[config.mk]
export PLATFORM = sky130hd
export DESIGN_NAME = ufic_top
export DESIGN_NICKNAME = d
export VERILOG_FILES = /design/src/ufic_fifo.v /design/src/ufic_timeout.v /design/src/ufic_top.v
export VERILOG_INCLUDE_DIRS = /design/src
export SDC_FILE = /design/constraint.sdc
export NUM_CORES = 1
export LEC_CHECK = 0
export BUFFER_PORTS_ARGS = -buffer_cell sky130_fd_sc_hd__clkbuf_2
export CELL_PAD_IN_SITES_DETAIL_PLACEMENT = 1
export CELL_PAD_IN_SITES_GLOBAL_PLACEMENT = 1
export CORE_UTILIZATION = 24
export DETAILED_ROUTE_END_ITERATION = 16
export GPL_TIMING_DRIVEN = 0
export MAX_ROUTING_LAYER = met4
export PLACE_DENSITY_LB_ADDON = 0.1
export SYNTH_ARGS = -nofsm -noshare
export SYNTH_HDL_FRONTEND = slang
export SYNTH_SLANG_ARGS = --single-unit
[constraint.sdc]
create_clock -name ref_clk -period 4.85 [get_ports ref_clk]
set_clock_uncertainty 0.2 [all_clocks]
set_input_delay 0 -clock ref_clk [delete_from_list [all_inputs] [get_ports ref_clk]]
set_output_delay 0 -clock ref_clk [all_outputs]
set_load 0.02 [all_outputs]
[src/ufic_map.vh]
// register map, field layout and codes of the uart fifo/interrupt block
`ifndef UFIC_MAP_VH
`define UFIC_MAP_VH
`define UFIC_OFS_DATA 3'h0
`define UFIC_OFS_IEN 3'h1
`define UFIC_OFS_IID 3'h2
`define UFIC_OFS_LFC 3'h3
`define UFIC_OFS_MCTL 3'h4
`define UFIC_OFS_LSTAT 3'h5
`define UFIC_OFS_MSTAT 3'h6
`define UFIC_OFS_SCR 3'h7
`define UFIC_FC_EN 0
`define UFIC_FC_RXCLR 1
`define UFIC_FC_TXCLR 2
`define UFIC_FC_DMA 3
`define UFIC_LFC_DLS 7
`define UFIC_LFC_STOP 2
`define UFIC_LFC_PEN 3
`define UFIC_MC_AUX2 3
`define UFIC_IE_RDA 0
`define UFIC_IE_THRE 1
`define UFIC_IE_RLS 2
`define UFIC_IE_MS 3
`define UFIC_ID_NONE 4'h1
`define UFIC_ID_RLS 4'h6
`define UFIC_ID_RDA 4'h4
`define UFIC_ID_CTO 4'hc
`define UFIC_ID_THRE 4'h2
`define UFIC_ID_MS 4'h0
`define UFIC_TRIG_1 5'h01
`define UFIC_TRIG_4 5'h04
`define UFIC_TRIG_8 5'h08
`define UFIC_TRIG_14 5'h0e
`define UFIC_DEPTH 5'h10
`define UFIC_ONE_BYTE 5'h01
`define UFIC_OVERSAMPLE 4'hf
`define UFIC_TO_CHARS 6'h04
`define UFIC_WORD_BASE 4'h5
`define UFIC_DIV_RESET 16'h0001
`define UFIC_PINS_IDLE 4'hf
`endif

[src/ufic_fifo.v]
// sixteen-entry byte fifo with flush
`include "ufic_map.vh"
module ufic_fifo (
	// clock and reset
	input wire ref_clk,
	input wire sys_rst,
	input wire ce,
	// control
	input wire flush,
	input wire push,
	input wire [7:0] push_data,
	input wire pop,
	// state
	output wire [7:0] head_data,
	output reg [4:0] count_reg
);
	reg [7:0] mem_reg [0:15];
	reg [3:0] wr_ptr_reg;
	reg [3:0] rd_ptr_reg;
	wire do_push;
	wire do_pop;
	integer i;

	assign do_pop = pop && (count_reg != 5'h00);
	assign do_push = push && (count_reg != `UFIC_DEPTH || do_pop);
	assign head_data = mem_reg[rd_ptr_reg];

	always @(posedge ref_clk) begin
		if (sys_rst) begin
			wr_ptr_reg <= 4'h0;
			rd_ptr_reg <= 4'h0;
			count_reg <= 5'h00;
			for (i = 0; i < 16; i = i + 1) begin
				mem_reg[i] <= 8'h00;
			end
		end else if (ce) begin
			if (flush) begin
				wr_ptr_reg <= 4'h0;
				rd_ptr_reg <= 4'h0;
				count_reg <= 5'h00;
			end else begin
				if (do_push) begin
					mem_reg[wr_ptr_reg] <= push_data;
					wr_ptr_reg <= wr_ptr_reg + 4'h1;
				end
				if (do_pop) begin
					rd_ptr_reg <= rd_ptr_reg + 4'h1;
				end
				if (do_push && !do_pop) begin
					count_reg <= count_reg + 5'h01;
				end else if (do_pop && !do_push) begin
					count_reg <= count_reg - 5'h01;
				end
			end
		end
	end
endmodule

[src/ufic_timeout.v]
// four-character idle detector for the receive fifo
`include "ufic_map.vh"
module ufic_timeout (
	// clock and reset
	input wire ref_clk,
	input wire sys_rst,
	input wire ce,
	// conditions
	input wire armed,
	input wire activity,
	input wire [15:0] divisor,
	input wire [7:0] line_format,
	// result
	output reg expired_reg
);
	reg [15:0] pre_reg;
	reg [3:0] os_reg;
	reg [9:0] bits_reg;
	wire [3:0] frame_bits;
	wire [9:0] limit;
	wire [15:0] div_eff;

	// frame: start + data + parity + stop
	assign frame_bits = 4'h1 + `UFIC_WORD_BASE + {2'h0, line_format[1:0]} +
		{3'h0, line_format[`UFIC_LFC_PEN]} + 4'h1 +
		{3'h0, line_format[`UFIC_LFC_STOP]};
	assign limit = {6'h00, frame_bits} * {4'h0, `UFIC_TO_CHARS};
	// divisor zero is treated as one
	assign div_eff = (divisor == 16'h0000) ? 16'h0001 : divisor;

	always @(posedge ref_clk) begin
		if (sys_rst) begin
			pre_reg <= 16'h0000;
			os_reg <= 4'h0;
			bits_reg <= 10'h000;
			expired_reg <= 1'b0;
		end else if (ce) begin
			// restart on push, pop or empty
			if (!armed || activity) begin
				pre_reg <= 16'h0000;
				os_reg <= 4'h0;
				bits_reg <= 10'h000;
				expired_reg <= 1'b0;
			end else if (!expired_reg) begin
				if (pre_reg == div_eff - 16'h0001) begin
					pre_reg <= 16'h0000;
					os_reg <= os_reg + 4'h1;
					if (os_reg == `UFIC_OVERSAMPLE) begin
						bits_reg <= bits_reg + 10'h001;
						if (bits_reg == limit - 10'h001) begin
							expired_reg <= 1'b1;
						end
					end
				end else begin
					pre_reg <= pre_reg + 16'h0001;
				end
			end
		end
	end
endmodule

[src/ufic_top.v]
// uart interrupt identification and fifo control
`include "ufic_map.vh"
module ufic_top (
	// clock and reset
	input wire ref_clk,
	input wire sys_rst,
	input wire ce,
	// host register port
	input wire [2:0] host_addr,
	input wire host_rd,
	input wire host_wr,
	input wire [7:0] host_wdata,
	output reg [7:0] host_rdata_reg,
	// receive shift register side
	input wire rx_valid,
	input wire [7:0] rx_data,
	input wire rx_parity_err,
	input wire rx_framing_err,
	input wire rx_break,
	// transmit shift register side
	output wire tx_valid,
	output reg [7:0] tx_data_reg,
	input wire tx_ready,
	// modem pins
	input wire cts_n,
	input wire dsr_n,
	input wire ri_n,
	input wire dcd_n,
	// format and interrupt
	output wire [7:0] line_format,
	output wire [15:0] baud_divisor,
	output wire irq,
	output wire irq_oe_n
);
	reg [7:0] lfc_reg;
	reg [7:0] ien_reg;
	reg [7:0] mctl_reg;
	reg [7:0] scr_reg;
	reg [15:0] div_reg;
	reg fifo_en_reg;
	reg [1:0] trig_sel_reg;
	reg dma_sel_reg;
	reg [3:0] oe_pe_fe_bi_reg;
	reg thre_pend_reg;
	reg ms_pend_reg;
	reg [3:0] dmodem_reg;
	reg [3:0] modem_s1_reg;
	reg [3:0] modem_s2_reg;
	reg [3:0] modem_q_reg;
	reg [3:0] iid_reg;
	reg rd_q_reg;
	reg [3:0] id_next;
	reg [4:0] trig_level;
	reg [7:0] rd_mux;
	wire rd_start;
	wire iid_access;
	wire wr_data, wr_fc, rd_data, rd_lstat, rd_mstat, rd_iid;
	wire divisor_latch_select;
	wire [4:0] rx_count, tx_count;
	wire [7:0] rx_head, tx_head;
	wire rx_full, tx_full, rx_push, rx_pop, tx_push, tx_pop;
	wire rx_flush, tx_flush, overrun;
	wire timeout;
	wire rls_int, rda_int, cto_int, thre_int, ms_int;
	wire [3:0] modem_now;

	assign divisor_latch_select = lfc_reg[`UFIC_LFC_DLS];
	assign line_format = lfc_reg;
	assign baud_divisor = div_reg;
	assign rd_start = host_rd && !rd_q_reg;
	assign iid_access = host_rd && host_addr == `UFIC_OFS_IID;
	assign wr_data = host_wr && host_addr == `UFIC_OFS_DATA && !divisor_latch_select;
	// fifo control decoded on writes only
	assign wr_fc = host_wr && host_addr == `UFIC_OFS_IID;
	assign rd_data = rd_start && host_addr == `UFIC_OFS_DATA && !divisor_latch_select;
	assign rd_iid = rd_start && host_addr == `UFIC_OFS_IID;
	assign rd_lstat = rd_start && host_addr == `UFIC_OFS_LSTAT;
	assign rd_mstat = rd_start && host_addr == `UFIC_OFS_MSTAT;

	assign rx_flush = (wr_fc && (!host_wdata[`UFIC_FC_EN] ||
		host_wdata[`UFIC_FC_RXCLR])) || !fifo_en_reg;
	assign tx_flush = (wr_fc && (!host_wdata[`UFIC_FC_EN] ||
		host_wdata[`UFIC_FC_TXCLR])) || !fifo_en_reg;

	// non-fifo mode keeps a single holding byte per direction outside the fifos
	reg [7:0] rx_hold_reg;
	reg rx_hold_full_reg;
	reg tx_hold_full_reg;
	reg [7:0] tx_hold_reg;

	assign rx_full = fifo_en_reg ? (rx_count == `UFIC_DEPTH) :
		rx_hold_full_reg;
	assign tx_full = fifo_en_reg ? (tx_count == `UFIC_DEPTH) :
		tx_hold_full_reg;
	assign overrun = rx_valid && rx_full && !rx_pop;
	assign rx_push = rx_valid && fifo_en_reg;
	assign rx_pop = rd_data && fifo_en_reg;
	assign tx_push = wr_data && fifo_en_reg;
	assign tx_valid = fifo_en_reg ? (tx_count != 5'h00) :
		tx_hold_full_reg;
	assign tx_pop = tx_valid && tx_ready && fifo_en_reg;

	ufic_fifo u_rx_fifo (
		.ref_clk(ref_clk),
		.sys_rst(sys_rst),
		.ce(ce),
		.flush(rx_flush),
		.push(rx_push),
		.push_data(rx_data),
		.pop(rx_pop),
		.head_data(rx_head),
		.count_reg(rx_count)
	);

	ufic_fifo u_tx_fifo (
		.ref_clk(ref_clk),
		.sys_rst(sys_rst),
		.ce(ce),
		.flush(tx_flush),
		.push(tx_push),
		.push_data(host_wdata),
		.pop(tx_pop),
		.head_data(tx_head),
		.count_reg(tx_count)
	);

	ufic_timeout u_timeout (
		.ref_clk(ref_clk),
		.sys_rst(sys_rst),
		.ce(ce),
		.armed(fifo_en_reg && rx_count != 5'h00),
		.activity(rx_push || rx_pop),
		.divisor(div_reg),
		.line_format(lfc_reg),
		.expired_reg(timeout)
	);

	always @* begin
		case (trig_sel_reg)
			2'h0: trig_level = `UFIC_TRIG_1;
			2'h1: trig_level = `UFIC_TRIG_4;
			2'h2: trig_level = `UFIC_TRIG_8;
			default: trig_level = `UFIC_TRIG_14;
		endcase
	end

	assign rls_int = ien_reg[`UFIC_IE_RLS] && (oe_pe_fe_bi_reg != 4'h0);
	// drops below trigger or on read
	assign rda_int = ien_reg[`UFIC_IE_RDA] && (fifo_en_reg ?
		(rx_count >= trig_level) : rx_hold_full_reg);
	assign cto_int = ien_reg[`UFIC_IE_RDA] && fifo_en_reg && timeout;
	assign thre_int = ien_reg[`UFIC_IE_THRE] && thre_pend_reg;
	assign ms_int = ien_reg[`UFIC_IE_MS] && ms_pend_reg;

	always @* begin
		id_next = `UFIC_ID_NONE;
		if (rls_int) begin
			id_next = `UFIC_ID_RLS;
		end else if (rda_int) begin
			id_next = `UFIC_ID_RDA;
		end else if (cto_int) begin
			id_next = `UFIC_ID_CTO;
		end else if (thre_int) begin
			id_next = `UFIC_ID_THRE;
		end else if (ms_int) begin
			id_next = `UFIC_ID_MS;
		end
	end

	// output gated by aux output two
	assign irq = mctl_reg[`UFIC_MC_AUX2] && !iid_reg[0];
	assign irq_oe_n = !mctl_reg[`UFIC_MC_AUX2];

	// loopback feeds modem inputs from the control bits
	assign modem_now = mctl_reg[4] ? {mctl_reg[3], mctl_reg[2], mctl_reg[0],
		mctl_reg[1]} : ~modem_s2_reg;

	always @* begin
		case (host_addr)
			`UFIC_OFS_DATA: rd_mux = divisor_latch_select ? div_reg[7:0] :
				(fifo_en_reg ? rx_head : rx_hold_reg);
			`UFIC_OFS_IEN: rd_mux = divisor_latch_select ? div_reg[15:8] : ien_reg;
			// fifo mode shown in top bits
			`UFIC_OFS_IID: rd_mux = {fifo_en_reg, fifo_en_reg, 2'h0, iid_reg};
			`UFIC_OFS_LFC: rd_mux = lfc_reg;
			`UFIC_OFS_MCTL: rd_mux = mctl_reg;
			`UFIC_OFS_LSTAT: rd_mux = {1'b0, !tx_valid, !tx_full,
				oe_pe_fe_bi_reg[3], oe_pe_fe_bi_reg[2], oe_pe_fe_bi_reg[1],
				oe_pe_fe_bi_reg[0], fifo_en_reg ? rx_count != 5'h00 :
				rx_hold_full_reg};
			`UFIC_OFS_MSTAT: rd_mux = {modem_now, dmodem_reg};
			default: rd_mux = scr_reg;
		endcase
	end

	always @(posedge ref_clk) begin
		if (sys_rst) begin
			// pins idle high; a zero here fakes a change after reset
			modem_s1_reg <= `UFIC_PINS_IDLE;
			modem_s2_reg <= `UFIC_PINS_IDLE;
			modem_q_reg <= 4'h0;
			lfc_reg <= 8'h00;
			ien_reg <= 8'h00;
			mctl_reg <= 8'h00;
			scr_reg <= 8'h00;
			div_reg <= `UFIC_DIV_RESET;
			fifo_en_reg <= 1'b0;
			trig_sel_reg <= 2'h0;
			dma_sel_reg <= 1'b0;
			oe_pe_fe_bi_reg <= 4'h0;
			thre_pend_reg <= 1'b0;
			ms_pend_reg <= 1'b0;
			dmodem_reg <= 4'h0;
			iid_reg <= `UFIC_ID_NONE;
			rd_q_reg <= 1'b0;
			host_rdata_reg <= 8'h00;
			tx_data_reg <= 8'h00;
			rx_hold_reg <= 8'h00;
			rx_hold_full_reg <= 1'b0;
			tx_hold_reg <= 8'h00;
			tx_hold_full_reg <= 1'b0;
		end else if (ce) begin
			modem_s1_reg <= {cts_n, dsr_n, ri_n, dcd_n};
			modem_s2_reg <= modem_s1_reg;
			modem_q_reg <= modem_now;
			rd_q_reg <= host_rd;
			if (rd_start) begin
				host_rdata_reg <= rd_mux;
			end
			// code held while host reads it
			if (!iid_access) begin
				iid_reg <= id_next;
			end
			tx_data_reg <= fifo_en_reg ? tx_head : tx_hold_reg;
			if (host_wr) begin
				case (host_addr)
					`UFIC_OFS_DATA: if (divisor_latch_select) div_reg[7:0] <= host_wdata;
					`UFIC_OFS_IEN: if (divisor_latch_select) div_reg[15:8] <= host_wdata;
						else ien_reg <= {4'h0, host_wdata[3:0]};
					`UFIC_OFS_IID: begin
						fifo_en_reg <= host_wdata[`UFIC_FC_EN];
						dma_sel_reg <= host_wdata[`UFIC_FC_DMA];
						trig_sel_reg <= host_wdata[7:6];
					end
					`UFIC_OFS_LFC: lfc_reg <= host_wdata;
					`UFIC_OFS_MCTL: mctl_reg <= {3'h0, host_wdata[4:0]};
					`UFIC_OFS_SCR: scr_reg <= host_wdata;
					default: scr_reg <= scr_reg;
				endcase
			end
			// single holding bytes in non-fifo mode
			if (!fifo_en_reg && rx_valid) begin
				rx_hold_reg <= rx_data;
				rx_hold_full_reg <= 1'b1;
			end else if ((!fifo_en_reg && rd_data) || fifo_en_reg) begin
				rx_hold_full_reg <= 1'b0;
			end
			if (!fifo_en_reg && wr_data) begin
				tx_hold_reg <= host_wdata;
				tx_hold_full_reg <= 1'b1;
			end else if ((!fifo_en_reg && tx_ready) || fifo_en_reg) begin
				tx_hold_full_reg <= 1'b0;
			end
			// errors sticky until status read; new event wins
			oe_pe_fe_bi_reg <= (rd_lstat ? 4'h0 : oe_pe_fe_bi_reg) |
				{rx_valid && rx_break, rx_valid && rx_framing_err,
				rx_valid && rx_parity_err, overrun};
			// set on drain to empty, cleared by data write or by an id read showing the thre code
			if ((tx_pop && tx_count == `UFIC_ONE_BYTE) ||
				(!fifo_en_reg && tx_hold_full_reg && tx_ready)) begin
				thre_pend_reg <= 1'b1;
			end else if (wr_data || (rd_iid && iid_reg == `UFIC_ID_THRE)) begin
				thre_pend_reg <= 1'b0;
			end
			// modem change, cleared by modem status read
			dmodem_reg <= (rd_mstat ? 4'h0 : dmodem_reg) |
				(modem_now ^ modem_q_reg);
			if (modem_now != modem_q_reg) begin
				ms_pend_reg <= 1'b1;
			end else if (rd_mstat) begin
				ms_pend_reg <= 1'b0;
			end
		end
	end
endmodule

### Yosys cells after proc, flatten, opt, wreduce, memory -nomap -nowiden

Memories as Yosys holds them, arrays and structs flattened. A register that Yosys moved wholly into a read port is not among the register bits.
Cells that the tools add are included.

* bitwise gates (word level): 6
* $add $sub $neg: 17
* multiplexer cells: 79
* eq/ne operators: 20
* magnitude comparators: 1
* reduce and logical (&&, ||, !) cells: 116

Operators with widths (count)
* 2-to-1 mux 4 bit: 23
* 2-to-1 mux 16 bit: 4
* case mux 8 bit (7 select lines): 1
* 2-to-1 mux 8 bit: 6
* logical AND 1 bit: 46
* 2-to-1 mux 10 bit: 4
* 2-to-1 mux 1 bit: 33
* 2-to-1 mux 5 bit: 6
* AND reduction 2 bit: 15
* adder 4 x 1 -> 4 bit (second input constant): 6
* nonzero test 2 bit: 10
* adder 16 x 1 -> 16 bit (second input constant): 1
* equality test 16 bit: 1
* zero test 16 bit: 1
* AND reduction 4 bit: 4
* OR reduction 8 bit: 2
* subtractor 16 x 1 -> 16 bit (second input constant): 1
* AND reduction 3 bit: 5
* zero test 1 bit: 14
* equality test 3 bit (second input constant): 4
* logical OR 1 bit: 12
* case mux 4 bit (3 select lines): 1
* adder 10 x 1 -> 10 bit (second input constant): 1
* adder 5 x 1 -> 5 bit (second input constant): 2
* other kinds (27): 36

* register bits after elaboration: 162
* RAM bits: 256
* word-level logic and storage cells: 274
* memories: 2
* bits of input ports: 33
* output and inout bits: 43

Memories
* u_rx_fifo.mem_reg: words 16, width 8, rd ports 1, clocked after memory_dff 1, write ports 16, line ufic_fifo.v:17 `reg [7:0] mem_reg [0:15];`
* u_tx_fifo.mem_reg: words 16, width 8, rd ports 1, clocked after memory_dff 1, write ports 16, line ufic_fifo.v:17

### Logic depth before layout (Yosys ltp)

Gate-level depths: netlist (run 1).

* word-level depth: 15
* mapped depth: 14
* mapped depth without buffers: 14

### Hierarchy

A second synthesis (run 1) with hierarchy kept.

* cells, all modules: 1906
* area, all modules: 21042.7 um^2

By module, submodules not included
* ufic_fifo: seq. area each 4184.0 um^2, area each 6713.9 um^2, instances 2, cells an instance 509
* ufic_top: seq. area each 2102.0 um^2, area each 5078.6 um^2, instances 1, cells an instance 566
* ufic_timeout: seq. area each 620.6 um^2, area each 2536.2 um^2, instances 1, cells an instance 322

### Worst setup path after synthesis (run 1)

OpenSTA, ideal clock, no wires.

* kind: flip-flop to flip-flop
* start: register div_reg[2], in the netlist baud_divisor[2]
* end: register u_timeout.bits_reg[8]
* data required time: 4.580 ns
* data arrival time: 3.409 ns
* path slack: 1.171 ns
* setup time: 0.070 ns
* path buffers: 1
* period minus slack after synthesis: 3.679 ns
* stages on the path, launching flop included: 13
* cells stage by stage: dfxtp_1 clkbuf_1 nor4_1 a41oi_1 ha_1 nor3b_1 a21oi_1 nor4b_1 nand4_1 nor4_4 nand3_2 or4_1 a21oi_1

* word-level cells in the longest chain between the ends: 6

Ends and longest elaborated chain
* start: declaration: line ufic_top.v:39 `reg [15:0] div_reg;`
* start signal: assignment: line ufic_top.v:206 `` div_reg <= `UFIC_DIV_RESET; ``
* start signal: assignment: line ufic_top.v:237 `` `UFIC_OFS_DATA: if (divisor_latch_select) div_reg[7:0] <= host_wdata; ``
* zero test 16 bit: line ufic_timeout.v:29 `assign div_eff = (divisor == 16'h0000) ? 16'h0001 : divisor;`
* 2-to-1 mux 16 bit *: line ufic_timeout.v:29
* subtractor 16 x 1 -> 16 bit *: line ufic_timeout.v:45 `if (pre_reg == div_eff - 16'h0001) begin`
* equality test 16 bit *: line ufic_timeout.v:45
* nonzero test 2 bit (no source line) *
* AND reduction 4 bit (no source line) *
* end signal: assignment: line ufic_timeout.v:49 `bits_reg <= bits_reg + 10'h001;`
* end: declaration: line ufic_timeout.v:18 `reg [9:0] bits_reg;`

Every way passes the cells marked *; elsewhere a longest branch is shown, timed or not.
A chain may end at the register's enable or synchronous reset.

### Worst setup path after layout (run 1)

* start: register div_reg[6], in the netlist baud_divisor[6]
* end: register u_timeout.pre_reg[12]

* word-level cells in the longest chain between the ends: 7

Ends and longest elaborated chain
* zero test 16 bit: line ufic_timeout.v:29
* 2-to-1 mux 16 bit *: line ufic_timeout.v:29
* subtractor 16 x 1 -> 16 bit *: line ufic_timeout.v:45
* equality test 16 bit *: line ufic_timeout.v:45
* 2-to-1 mux 16 bit *: line ufic_timeout.v:45
* 2-to-1 mux 16 bit *: line ufic_timeout.v:44 `end else if (!expired_reg) begin`
* 2-to-1 mux 16 bit *: line ufic_timeout.v:39 `if (!armed || activity) begin`
* end signal: assignment: line ufic_timeout.v:55 `pre_reg <= pre_reg + 16'h0001;`
* end: declaration: line ufic_timeout.v:16 `reg [15:0] pre_reg;`

Every way passes the cells marked *; elsewhere a longest branch is shown, timed or not. The select of a mux whose other input is x is not followed.

==> impl_metrics.yaml, run 1 <==
worst_setup_path:
  end_kind: "register"
  worstRegToRegCells: 12
  cp_slowest_stage_delay_ns: 0.59
  cpMostUsedCell: "nor3_1"
  r2r_end: "u_timeout.pre_reg[12]"
  crit_start: "baud_divisor[6]"
  critPathRequiredTime_ns: 5.10
  crit_chain: "clkbuf_1, nor3_1, a41oi_1, ha_1, nor3b_1, xnor2_1, nor2b_1, o2111ai_1, nand4b_1, a21oi_2, buf_2, nor3_1"
  reg2reg_slack_ns: 0.44
  path_max_fanout: 10
  crit_type: "reg2reg"
  cp_slowest_cell: "a21oi_2"
  arrival_ns: 4.66
  startpoint_type: "register"
  reg2reg_from: "baud_divisor[6]"
drt:
  antenna_left: 0
  routed_wl_um: 76380
  drt-initial-drc-count: 967
  drt_drc_violations_left: 0
  viasPerCell: 4.703
  met1_length_um: 36020
  vias: 14790
  dr.pass1.iters: 5
  met2_length_um: 35100
  top_layer_used: "met4"
  wl_per_cell_um: 24.29
  wl_met3_um: 3368
finish:
  multiInputGateArea_um2: 8930
  drive_above_1_share_pct: 14.44
  fillCellCount: 9301
  layout_commonest_cell: "and2_1"
  nNetsFinal: 2024
  final_cell_mix: "and2_1, edfxtp_1, dfxtp_1"
  syn2layout_area_growth_pct: 19.47
  seq_area_um2: 11090
pwr:
  p_per_area_nw_per_um2: 348.5
  worst_ir_drop_vdd_mv: 0.2643
  p_leak_nw: 8.364
hold_path:
  hold_path_class: "in2reg"
  min_from: "rx_valid"
  hold_path_depth: 4
  min_delay_worst_endpoint: "u_timeout.bits_reg[0]"
clocking:
  cts_buffer_depth: 3
  clock_sink_count: 426
  cts_resized: 0
  clk_latency_ns: 0.62
  cts_tree: "yes"
  path_clk_slew_ns: 0.06
  cts_buffers: 55
  ctsHtreeMaxLevel: 2
  cts_root_buffer: "clkbuf_16"
timing:
  timing.hold.ws_ns: 0.07510
  fmax_mhz: 226.9
  min_period_over_period_pct: 90.89
  fin_crit_ns: 4.408
  finalSetupViolCount: 0
  slew_viol_final: 0
  finalSetupTns_ns: 0
  rsz0062_at_grt: "no"
  maxSlewHeadroom_pct: 18.75
  worst_pin_slew_ns: 1.209
  hold_viol: 0
yosys:
  async_flop_share_pct: 0
  synth-seq-cells: 426
  yosysTopAreaCellShare_pct: 37.39
  synth_enable_flop_cells: 256
  synth_nets: 1854
  synth.area.top_cells: "edfxtp_1, dfxtp_1, mux4_2, and2_1, mux2i_1"
  synth_area_leader_cell: "edfxtp_1"
  synth.distinct_cells: 72
  synth_area_um2: 20560
  yosysWarningCount: 0
  yosysSeqAreaShare_pct: 53.94
  synth_area_per_cell_um2: 11.48
  synthCells: 1791
  synthFlopType: "edfxtp_1"
run_status:
  run_status: "finished clean"
floorplanning:
  die-area_um2: 86840
  fp.coreArea_um2: 84220
  die_h_um: 294.7
  rows: 106
  pin_count: 76
  start_util_pct: 24.41
  die_w_um: 294.7
placement:
  place_congestion: 0.8202
  post-dp-hpwl_um: 55320
  portBuffers: 71
global_route:
  grt_pass1_vias: 15780
  antenna_found_initial: 9
  overflow: 0
  grt_start_max_net_pins: 16
  grt_pass1_wl_um: 110500
  grt_usage_pct: 18.21
run:
  maxCapViolCount: 0
report_power, final:
group	internal [W]	switching [W]
Clock	0.00234	0.00170
Combinational	0.000160	0.000355
Sequential	0.00395	0.0000536
Total	0.00645	0.00211
worst max-delay path by stage:
| stage | slack (ns) | cells after the start | end |
|---|---|---|---|
| 6_report | 0.44 | 12 | u_timeout.pre_reg[12] |
| 5_1_grt | 0.13 | 12 | u_timeout.pre_reg[12] |
| 4_1_cts | 0.30 | 12 | u_timeout.bits_reg[6] |
| 3_5_place_dp | 0.31 | 12 | u_timeout.bits_reg[8] |
| 3_3_place_gp | 0.20 | 6 | u_rx_fifo.mem_reg[1][3] |
| 2_1_floorplan | 1.17 | 12 | u_timeout.bits_reg[8] |
critical path: cells and delay by family (launching register included):
family | cells | cell delay, ns
compound gates | 3 | 1.04
fa+ha+maj | 1 | 0.31
buf+inv | 2 | 0.80
simple gates | 5 | 1.34
flops | 1 | 0.36
xor+xnor | 1 | 0.18
stage by stage:
step           cells  utilization, %  total power [W]  setup WS, ns  cell area, um2
2_1_floorplan   1791               -         0.004324         1.171           20560
3_3_place_gp    2996           26.52         0.004570        0.1977           22330
3_5_place_dp    2997           26.56         0.004581        0.3119           22370
4_1_cts         3142           29.15         0.008695        0.2966           24550
5_1_grt         3145           29.17         0.008866        0.1328           24560
6_report        3145           29.17         0.008559        0.4421           24560
what timing repair did:
action / 4_1_cts / 5_1_grt
buffers inserted: 0 / 1
hold endpoints to repair: 156 / 0
setup endpoints to repair: 0 / 4
hold buffers: 41 / 0
logic make-up after synthesis:
logic type / synth area share (%)
flops: 53.94
buf+inv: 2.757
fa+ha+maj: 1.899
mux: 11.85
simple gates: 19.71
xor+xnor: 2.112
compound gates: 7.735
layer usage:
metal  vias to the layer above  track usage [%]
met5                         -                -
met4                         0            4.865
met3                        94            2.971
met2                       286            28.65
met1                      7548            24.17
li1                       6863                -
layout make-up:
type                       instances  share of cell area, %
sequential                       426                  45.15
multi-input combinational       1219                  36.36
clock buffer                      72                  6.108
tap                             1134                  5.777
timing repair buffer             114                  3.179
buffer                           112                  1.788
clock inverter                    32                  1.105
inverter                          33                 0.5043
antenna                            3                0.03056
synth_stat cells, drive strengths merged, types with 25 or more instances:
cell type	instances
a21oi	92
and2	263
buf	25
clkbuf	88
dfxtp	170
edfxtp	256
ha	28
inv	33
mux2i	60
mux4	80
nand2	108
nand3	35
nor2	141
nor2b	27
nor3	47
o21ai	44
or2	34
xnor2	27
(Power assumes the default switching activity.)
==> inputs of run 2 (changes only) <==
--- a/config.mk
+++ b/config.mk
@@ -8,7 +8,8 @@
 export LEC_CHECK = 0
 export BUFFER_PORTS_ARGS = -buffer_cell sky130_fd_sc_hd__clkbuf_2
 export CELL_PAD_IN_SITES_DETAIL_PLACEMENT = 1
-export CELL_PAD_IN_SITES_GLOBAL_PLACEMENT = 1
+export CELL_PAD_IN_SITES_GLOBAL_PLACEMENT = 2
+export CORE_MARGIN = 5
 export CORE_UTILIZATION = 24
 export DETAILED_ROUTE_END_ITERATION = 16
 export GPL_TIMING_DRIVEN = 0
@@ -17,3 +18,4 @@
 export SYNTH_ARGS = -nofsm -noshare
 export SYNTH_HDL_FRONTEND = slang
 export SYNTH_SLANG_ARGS = --single-unit
+export TNS_END_PERCENT = 100
==> impl_metrics.yaml, run 2 (synthesis gave the netlist of run 1 again) <==
run_status:
  run_status: "finished clean"
timing:
  fmax_mhz: 221.4
  slew_viol_final: 0
  fin_crit_ns: 4.517
  finalSetupViolCount: 0
  worst_pin_slew_ns: 1.251
  hold_viol: 0
  min_period_over_period_pct: 93.13
  finalSetupTns_ns: 0
  rsz0062_at_grt: "no"
  maxSlewHeadroom_pct: 15.94
finish:
  design_area_um2: 24500
  final_cell_mix: "and2_1, edfxtp_1, dfxtp_1"
  final_cells: 3140
  final_util_pct: 28.77
  nNetsFinal: 2016
  seq_area_um2: 11090
  drive_above_1_share_pct: 13.98
  diodes: 0
  layout_commonest_cell: "and2_1"
  multiInputGateArea_um2: 8925
  syn2layout_area_growth_pct: 19.16
  fillCellCount: 9447
drt:
  drt_drc_violations_left: 0
  drt-initial-drc-count: 927
  antenna_left: 0
  routed_wl_um: 79340
  wl_per_cell_um: 25.27
  vias: 14880
  dr.pass1.iters: 5
  viasPerCell: 4.739
clocking:
  cts_buffers: 54
  cts_tree: "yes"
  clk_latency_ns: 0.62
  cts_root_buffer: "clkbuf_16"
  ctsHtreeMaxLevel: 2
  cts_buffer_depth: 3
  clock_sink_count: 426
  path_clk_slew_ns: 0.06
worst_setup_path:
  crit_chain: "clkbuf_1, nor4_1, a41oi_1, ha_1, xor2_1, nand3_1, nor4b_1, nand4_1, nor4_4, nand3_2, or4_1, a21oi_1"
  reg2reg_from: "baud_divisor[15]"
  arrival_ns: 4.86
  end_kind: "register"
  startpoint_type: "register"
  crit_type: "reg2reg"
  worstRegToRegCells: 12
  critPathRequiredTime_ns: 5.19
  reg2reg_slack_ns: 0.33
  path_max_fanout: 9
  cp_slowest_stage_delay_ns: 0.61
  cp_slowest_cell: "nor4_1"
  path_delay_family: "simple AND/OR/NAND/NOR gates"
  r2r_end: "u_timeout.bits_reg[6]"
  cp.buffers_inverters: 1
hold_path:
  hold_path_depth: 4
  hold_path_class: "in2reg"
  min_from: "host_rd"
  min_delay_worst_endpoint: "rd_q_reg"
floorplanning:
  die-area_um2: 91620
  fp.coreArea_um2: 85150
  start_util_pct: 24.15
  die_w_um: 302.7
  pin_count: 76
  rows: 107
  die_h_um: 302.7
global_route:
  grt_pass1_wl_um: 113700
  grt_pass1_vias: 15800
  grt_start_max_net_pins: 15
  antenna_found_initial: 10
  overflow: 0
  grt_usage_pct: 17.60
placement:
  portBuffers: 71
  dp.cells: 3007
  place_congestion: 0.8453
  post-dp-hpwl_um: 57530
  dpl_cell_area_um2: 22370
pwr:
  p_per_area_nw_per_um2: 351.9
  worst_ir_drop_vdd_mv: 0.2193
  p_leak_nw: 8.324
run:
  maxCapViolCount: 0
## run 2: changes by cell type in the layout (fill, tap and decap cells not counted), sizes merged
cell / delta
clkbuf: +11
bufinv: +1
diode: -3
buf: -1
dlygate4sd3: -4
clkinv: -19
## run 2: layer usage
layer,track usage (%),part of all wire [%]
met1,23.99,47
met2,28.12,47
met3,2.104,3.6
met4,4.395,2.6
met5,-,0
## run 2: worst min-delay path, stage by stage
cell,delay (ns)
dlygate4sd3_1,0.52
clkbuf_2,0.16
mux2i_1,0.08
nor2_1,0.08
## run 2: stage by stage
stage | hold WS [ns] | power, W | setup slack (ns)
after floorplan | -0.07758 | 0.004324 | 1.171
after global placement | 0.02221 | 0.004583 | 0.3528
after detailed placement | 0.02309 | 0.004592 | 0.2856
after CTS | 0.05755 | 0.008762 | 0.2732
after global routing | 0.1047 | 0.008938 | 0.01518
final | 0.07830 | 0.008620 | 0.3333
## run 2: layout make-up
cell class | count | area share, %
sequential | 426 | 45.27
multi-input combinational | 1219 | 36.43
clock buffer | 85 | 6.445
tap | 1144 | 5.842
timing repair buffer | 109 | 2.993
buffer | 110 | 1.762
clock inverter | 14 | 0.7558
inverter | 33 | 0.5056
## run 2: timing repair
action                                  4_1_cts  5_1_grt
hold buffers                                 37        0
endpoints found under the setup margin        0       18
endpoints found under the hold margin       162        0
buffers inserted                              0        0
resized for setup                             0        2
## run 2: worst max path at each step
stage                          start                 endpoint  depth (start not counted)
detailed placement    line_format[7]  u_rx_fifo.mem_reg[3][3]                          6
floorplan            baud_divisor[2]    u_timeout.bits_reg[8]                         12
CTS                  baud_divisor[2]    u_timeout.bits_reg[8]                         12
global route        baud_divisor[15]    u_timeout.bits_reg[8]                         12
global placement    baud_divisor[15]    u_timeout.bits_reg[8]                         12
finish              baud_divisor[15]    u_timeout.bits_reg[6]                         12
## run 2: where the power goes
part / switching [W] / leakage (nW) / total [W] / internal [W]
registers: 0.0000580 / 3.88 / 0.00401 / 0.00395
clock network: 0.00166 / 0.854 / 0.00410 / 0.00244
logic: 0.000356 / 3.59 / 0.000514 / 0.000158
==> inputs of run 3 (changes only) <==
--- a/config.mk
+++ b/config.mk
@@ -6,7 +6,7 @@
 export SDC_FILE = /design/constraint.sdc
 export NUM_CORES = 1
 export LEC_CHECK = 0
-export BUFFER_PORTS_ARGS = -buffer_cell sky130_fd_sc_hd__clkbuf_2
+export BUFFER_PORTS_ARGS = -buffer_cell sky130_fd_sc_hd__buf_2
 export CELL_PAD_IN_SITES_DETAIL_PLACEMENT = 1
 export CELL_PAD_IN_SITES_GLOBAL_PLACEMENT = 2
 export CORE_MARGIN = 5
@@ -14,7 +14,7 @@
 export DETAILED_ROUTE_END_ITERATION = 16
 export GPL_TIMING_DRIVEN = 0
 export MAX_ROUTING_LAYER = met4
-export PLACE_DENSITY_LB_ADDON = 0.1
+export PLACE_DENSITY = 0.55
 export SYNTH_ARGS = -nofsm -noshare
 export SYNTH_HDL_FRONTEND = slang
 export SYNTH_SLANG_ARGS = --single-unit
==> impl_metrics.yaml, run 3 (synthesis gave the netlist of run 1 again) <==
placement:
  place_congestion: 0.8357
  post-dp-hpwl_um: 54570
  pre_cts_slack_ns: 0.2317
  portBuffers: 71
timing:
  worst_pin_slew_ns: 1.244
  finalSetupViolCount: 0
  fin_crit_ns: 4.577
  maxSlewHeadroom_pct: 16.44
  fin_ws_ns: 0.2728
  min_period_over_period_pct: 94.37
  hold_viol: 0
  fmax_mhz: 218.5
  slew_viol_final: 0
  finalSetupTns_ns: 0
  timing.hold.ws_ns: 0.05291
  rsz0062_at_grt: "no"
clocking:
  cts_buffer_depth: 3
  clock_sink_count: 426
  path_clk_slew_ns: 0.06
  cts_root_buffer: "clkbuf_16"
  cts_buffers: 52
  post-cts-setup-buffers: 0
  clk_latency_ns: 0.62
  ctsHtreeMaxLevel: 2
  cts_tree: "yes"
pwr:
  p_leak_nw: 8.335
  worst_ir_drop_vdd_mv: 0.2645
  p_per_area_nw_per_um2: 343.4
  power_w: 0.008412
floorplanning:
  die-area_um2: 91620
  fp.coreArea_um2: 85150
  rows: 107
  start_util_pct: 24.15
  pin_count: 76
  die_h_um: 302.7
  die_w_um: 302.7
drt:
  dr.pass1.iters: 5
  met2_length_um: 35710
  viasPerCell: 4.788
  wl_met3_um: 3713
  top_layer_used: "met4"
  met1_length_um: 35010
  wl_per_cell_um: 24.10
  routed_wl_um: 75910
  antenna_left: 0
  drt-initial-drc-count: 996
  vias: 15080
  drt_drc_violations_left: 0
run:
  maxCapViolCount: 0
worst_setup_path:
  critPathRequiredTime_ns: 5.20
  path_max_fanout: 9
  cp_slowest_stage_delay_ns: 0.57
  startpoint_type: "register"
  cpMostUsedCell: "a21oi_1"
  arrival_ns: 4.93
  crit_chain: "clkbuf_1, nor4_1, a41oi_1, ha_1, nor3b_1, a21oi_1, nor4b_1, nand4_1, nor4_4, nand3_2, or4_1, a21oi_1"
  cp_slowest_cell: "nor4_4"
  end_kind: "register"
  crit_type: "reg2reg"
global_route:
  grt_pass1_vias: 15760
  overflow: 0
  antenna_found_initial: 4
  grt_usage_pct: 16.81
  grt_pass1_wl_um: 110100
  grt_start_max_net_pins: 16
finish:
  layout_commonest_cell: "and2_1"
  syn2layout_area_growth_pct: 19.15
  drive_above_1_share_pct: 14.33
  final_cell_mix: "and2_1, edfxtp_1, dfxtp_1"
  final_util_pct: 28.77
  fillCellCount: 9500
  nNetsFinal: 2022
hold_path:
  hold_path_class: "in2reg"
run_status:
  run_status: "finished clean"
==> run 3: cell count changes in the layout (fill, tap and decap cells not counted), moves of 6 or more <==
cell / before / now
dlygate4sd3_1: 37 / 43
clkinv_2: 2 / 9
clkbuf_2: 71 / 3
buf_2: 3 / 74
clkbuf_1: 106 / 91
clkinv_1: 5 / 11
==> run 3: worst paths after layout <==
| kind | start | to | slack [ns] | cells past startpoint |
|---|---|---|---|---|
| hold / removal | host_wdata[5] | tx_hold_reg[5] | 0.05 | 4 |
| setup reg to reg | baud_divisor[3] | u_timeout.bits_reg[8] | 0.27 | 12 |
| setup / recovery | baud_divisor[3] | u_timeout.bits_reg[8] | 0.27 | 12 |
| hold reg to reg | rx_hold_reg[7] | rx_hold_reg[7] | 0.26 | 2 |
==> run 3: power breakdown <==
group / internal (W) / switching (W)
combinational: 0.000161 / 0.000350
sequential: 0.00395 / 0.0000561
clock: 0.00219 / 0.00170
total: 0.00630 / 0.00211
==> run 3: area by class of cell <==
class | instances | area, um2 | share of cell area, %
clock inverters | 31 | 236.5 | 0.9654
repair buffers | 114 | 785.8 | 3.208
diodes | 3 | 7.507 | 0.03065
multi-input cells | 1219 | 8915 | 36.39
plain buffers | 113 | 446.7 | 1.823
inverters | 33 | 123.9 | 0.5057
well taps | 1144 | 1431 | 5.843
flip-flops and latches | 426 | 11090 | 45.28
clock buffers | 67 | 1459 | 5.956
==> run 3: per-stage QoR <==
step                instances  area [um2]
floorplan                1791       20560
global placement         3006       22350
detailed placement       3006       22360
CTS                      3147       24480
global route             3148       24490
finish                   3150       24500
==> run 3: what timing repair did <==
action,4_1_cts,5_1_grt
hold endpoints to repair,207,0
resized for setup,0,6
setup endpoints to repair,0,4
hold buffers,43,0
==> run 3: layer usage <==
layer  vias up  global-route usage (%)
met1      7761                   22.70
li1       6865                       -
met5         -                       -
met2       368                   26.98
met4         0                   3.682
met3        87                   2.526
==> run 3: worst max-delay path: cells and delay by family, from the launching register on <==
family | cells | cell delay (ns)
AND/OR/NAND/NOR | 7 | 2.58
adder cells (fa/ha/maj) | 1 | 0.28
buffers and inverters | 1 | 0.46
AO/OA/AOI/OAI | 3 | 0.64
flip-flops | 1 | 0.34
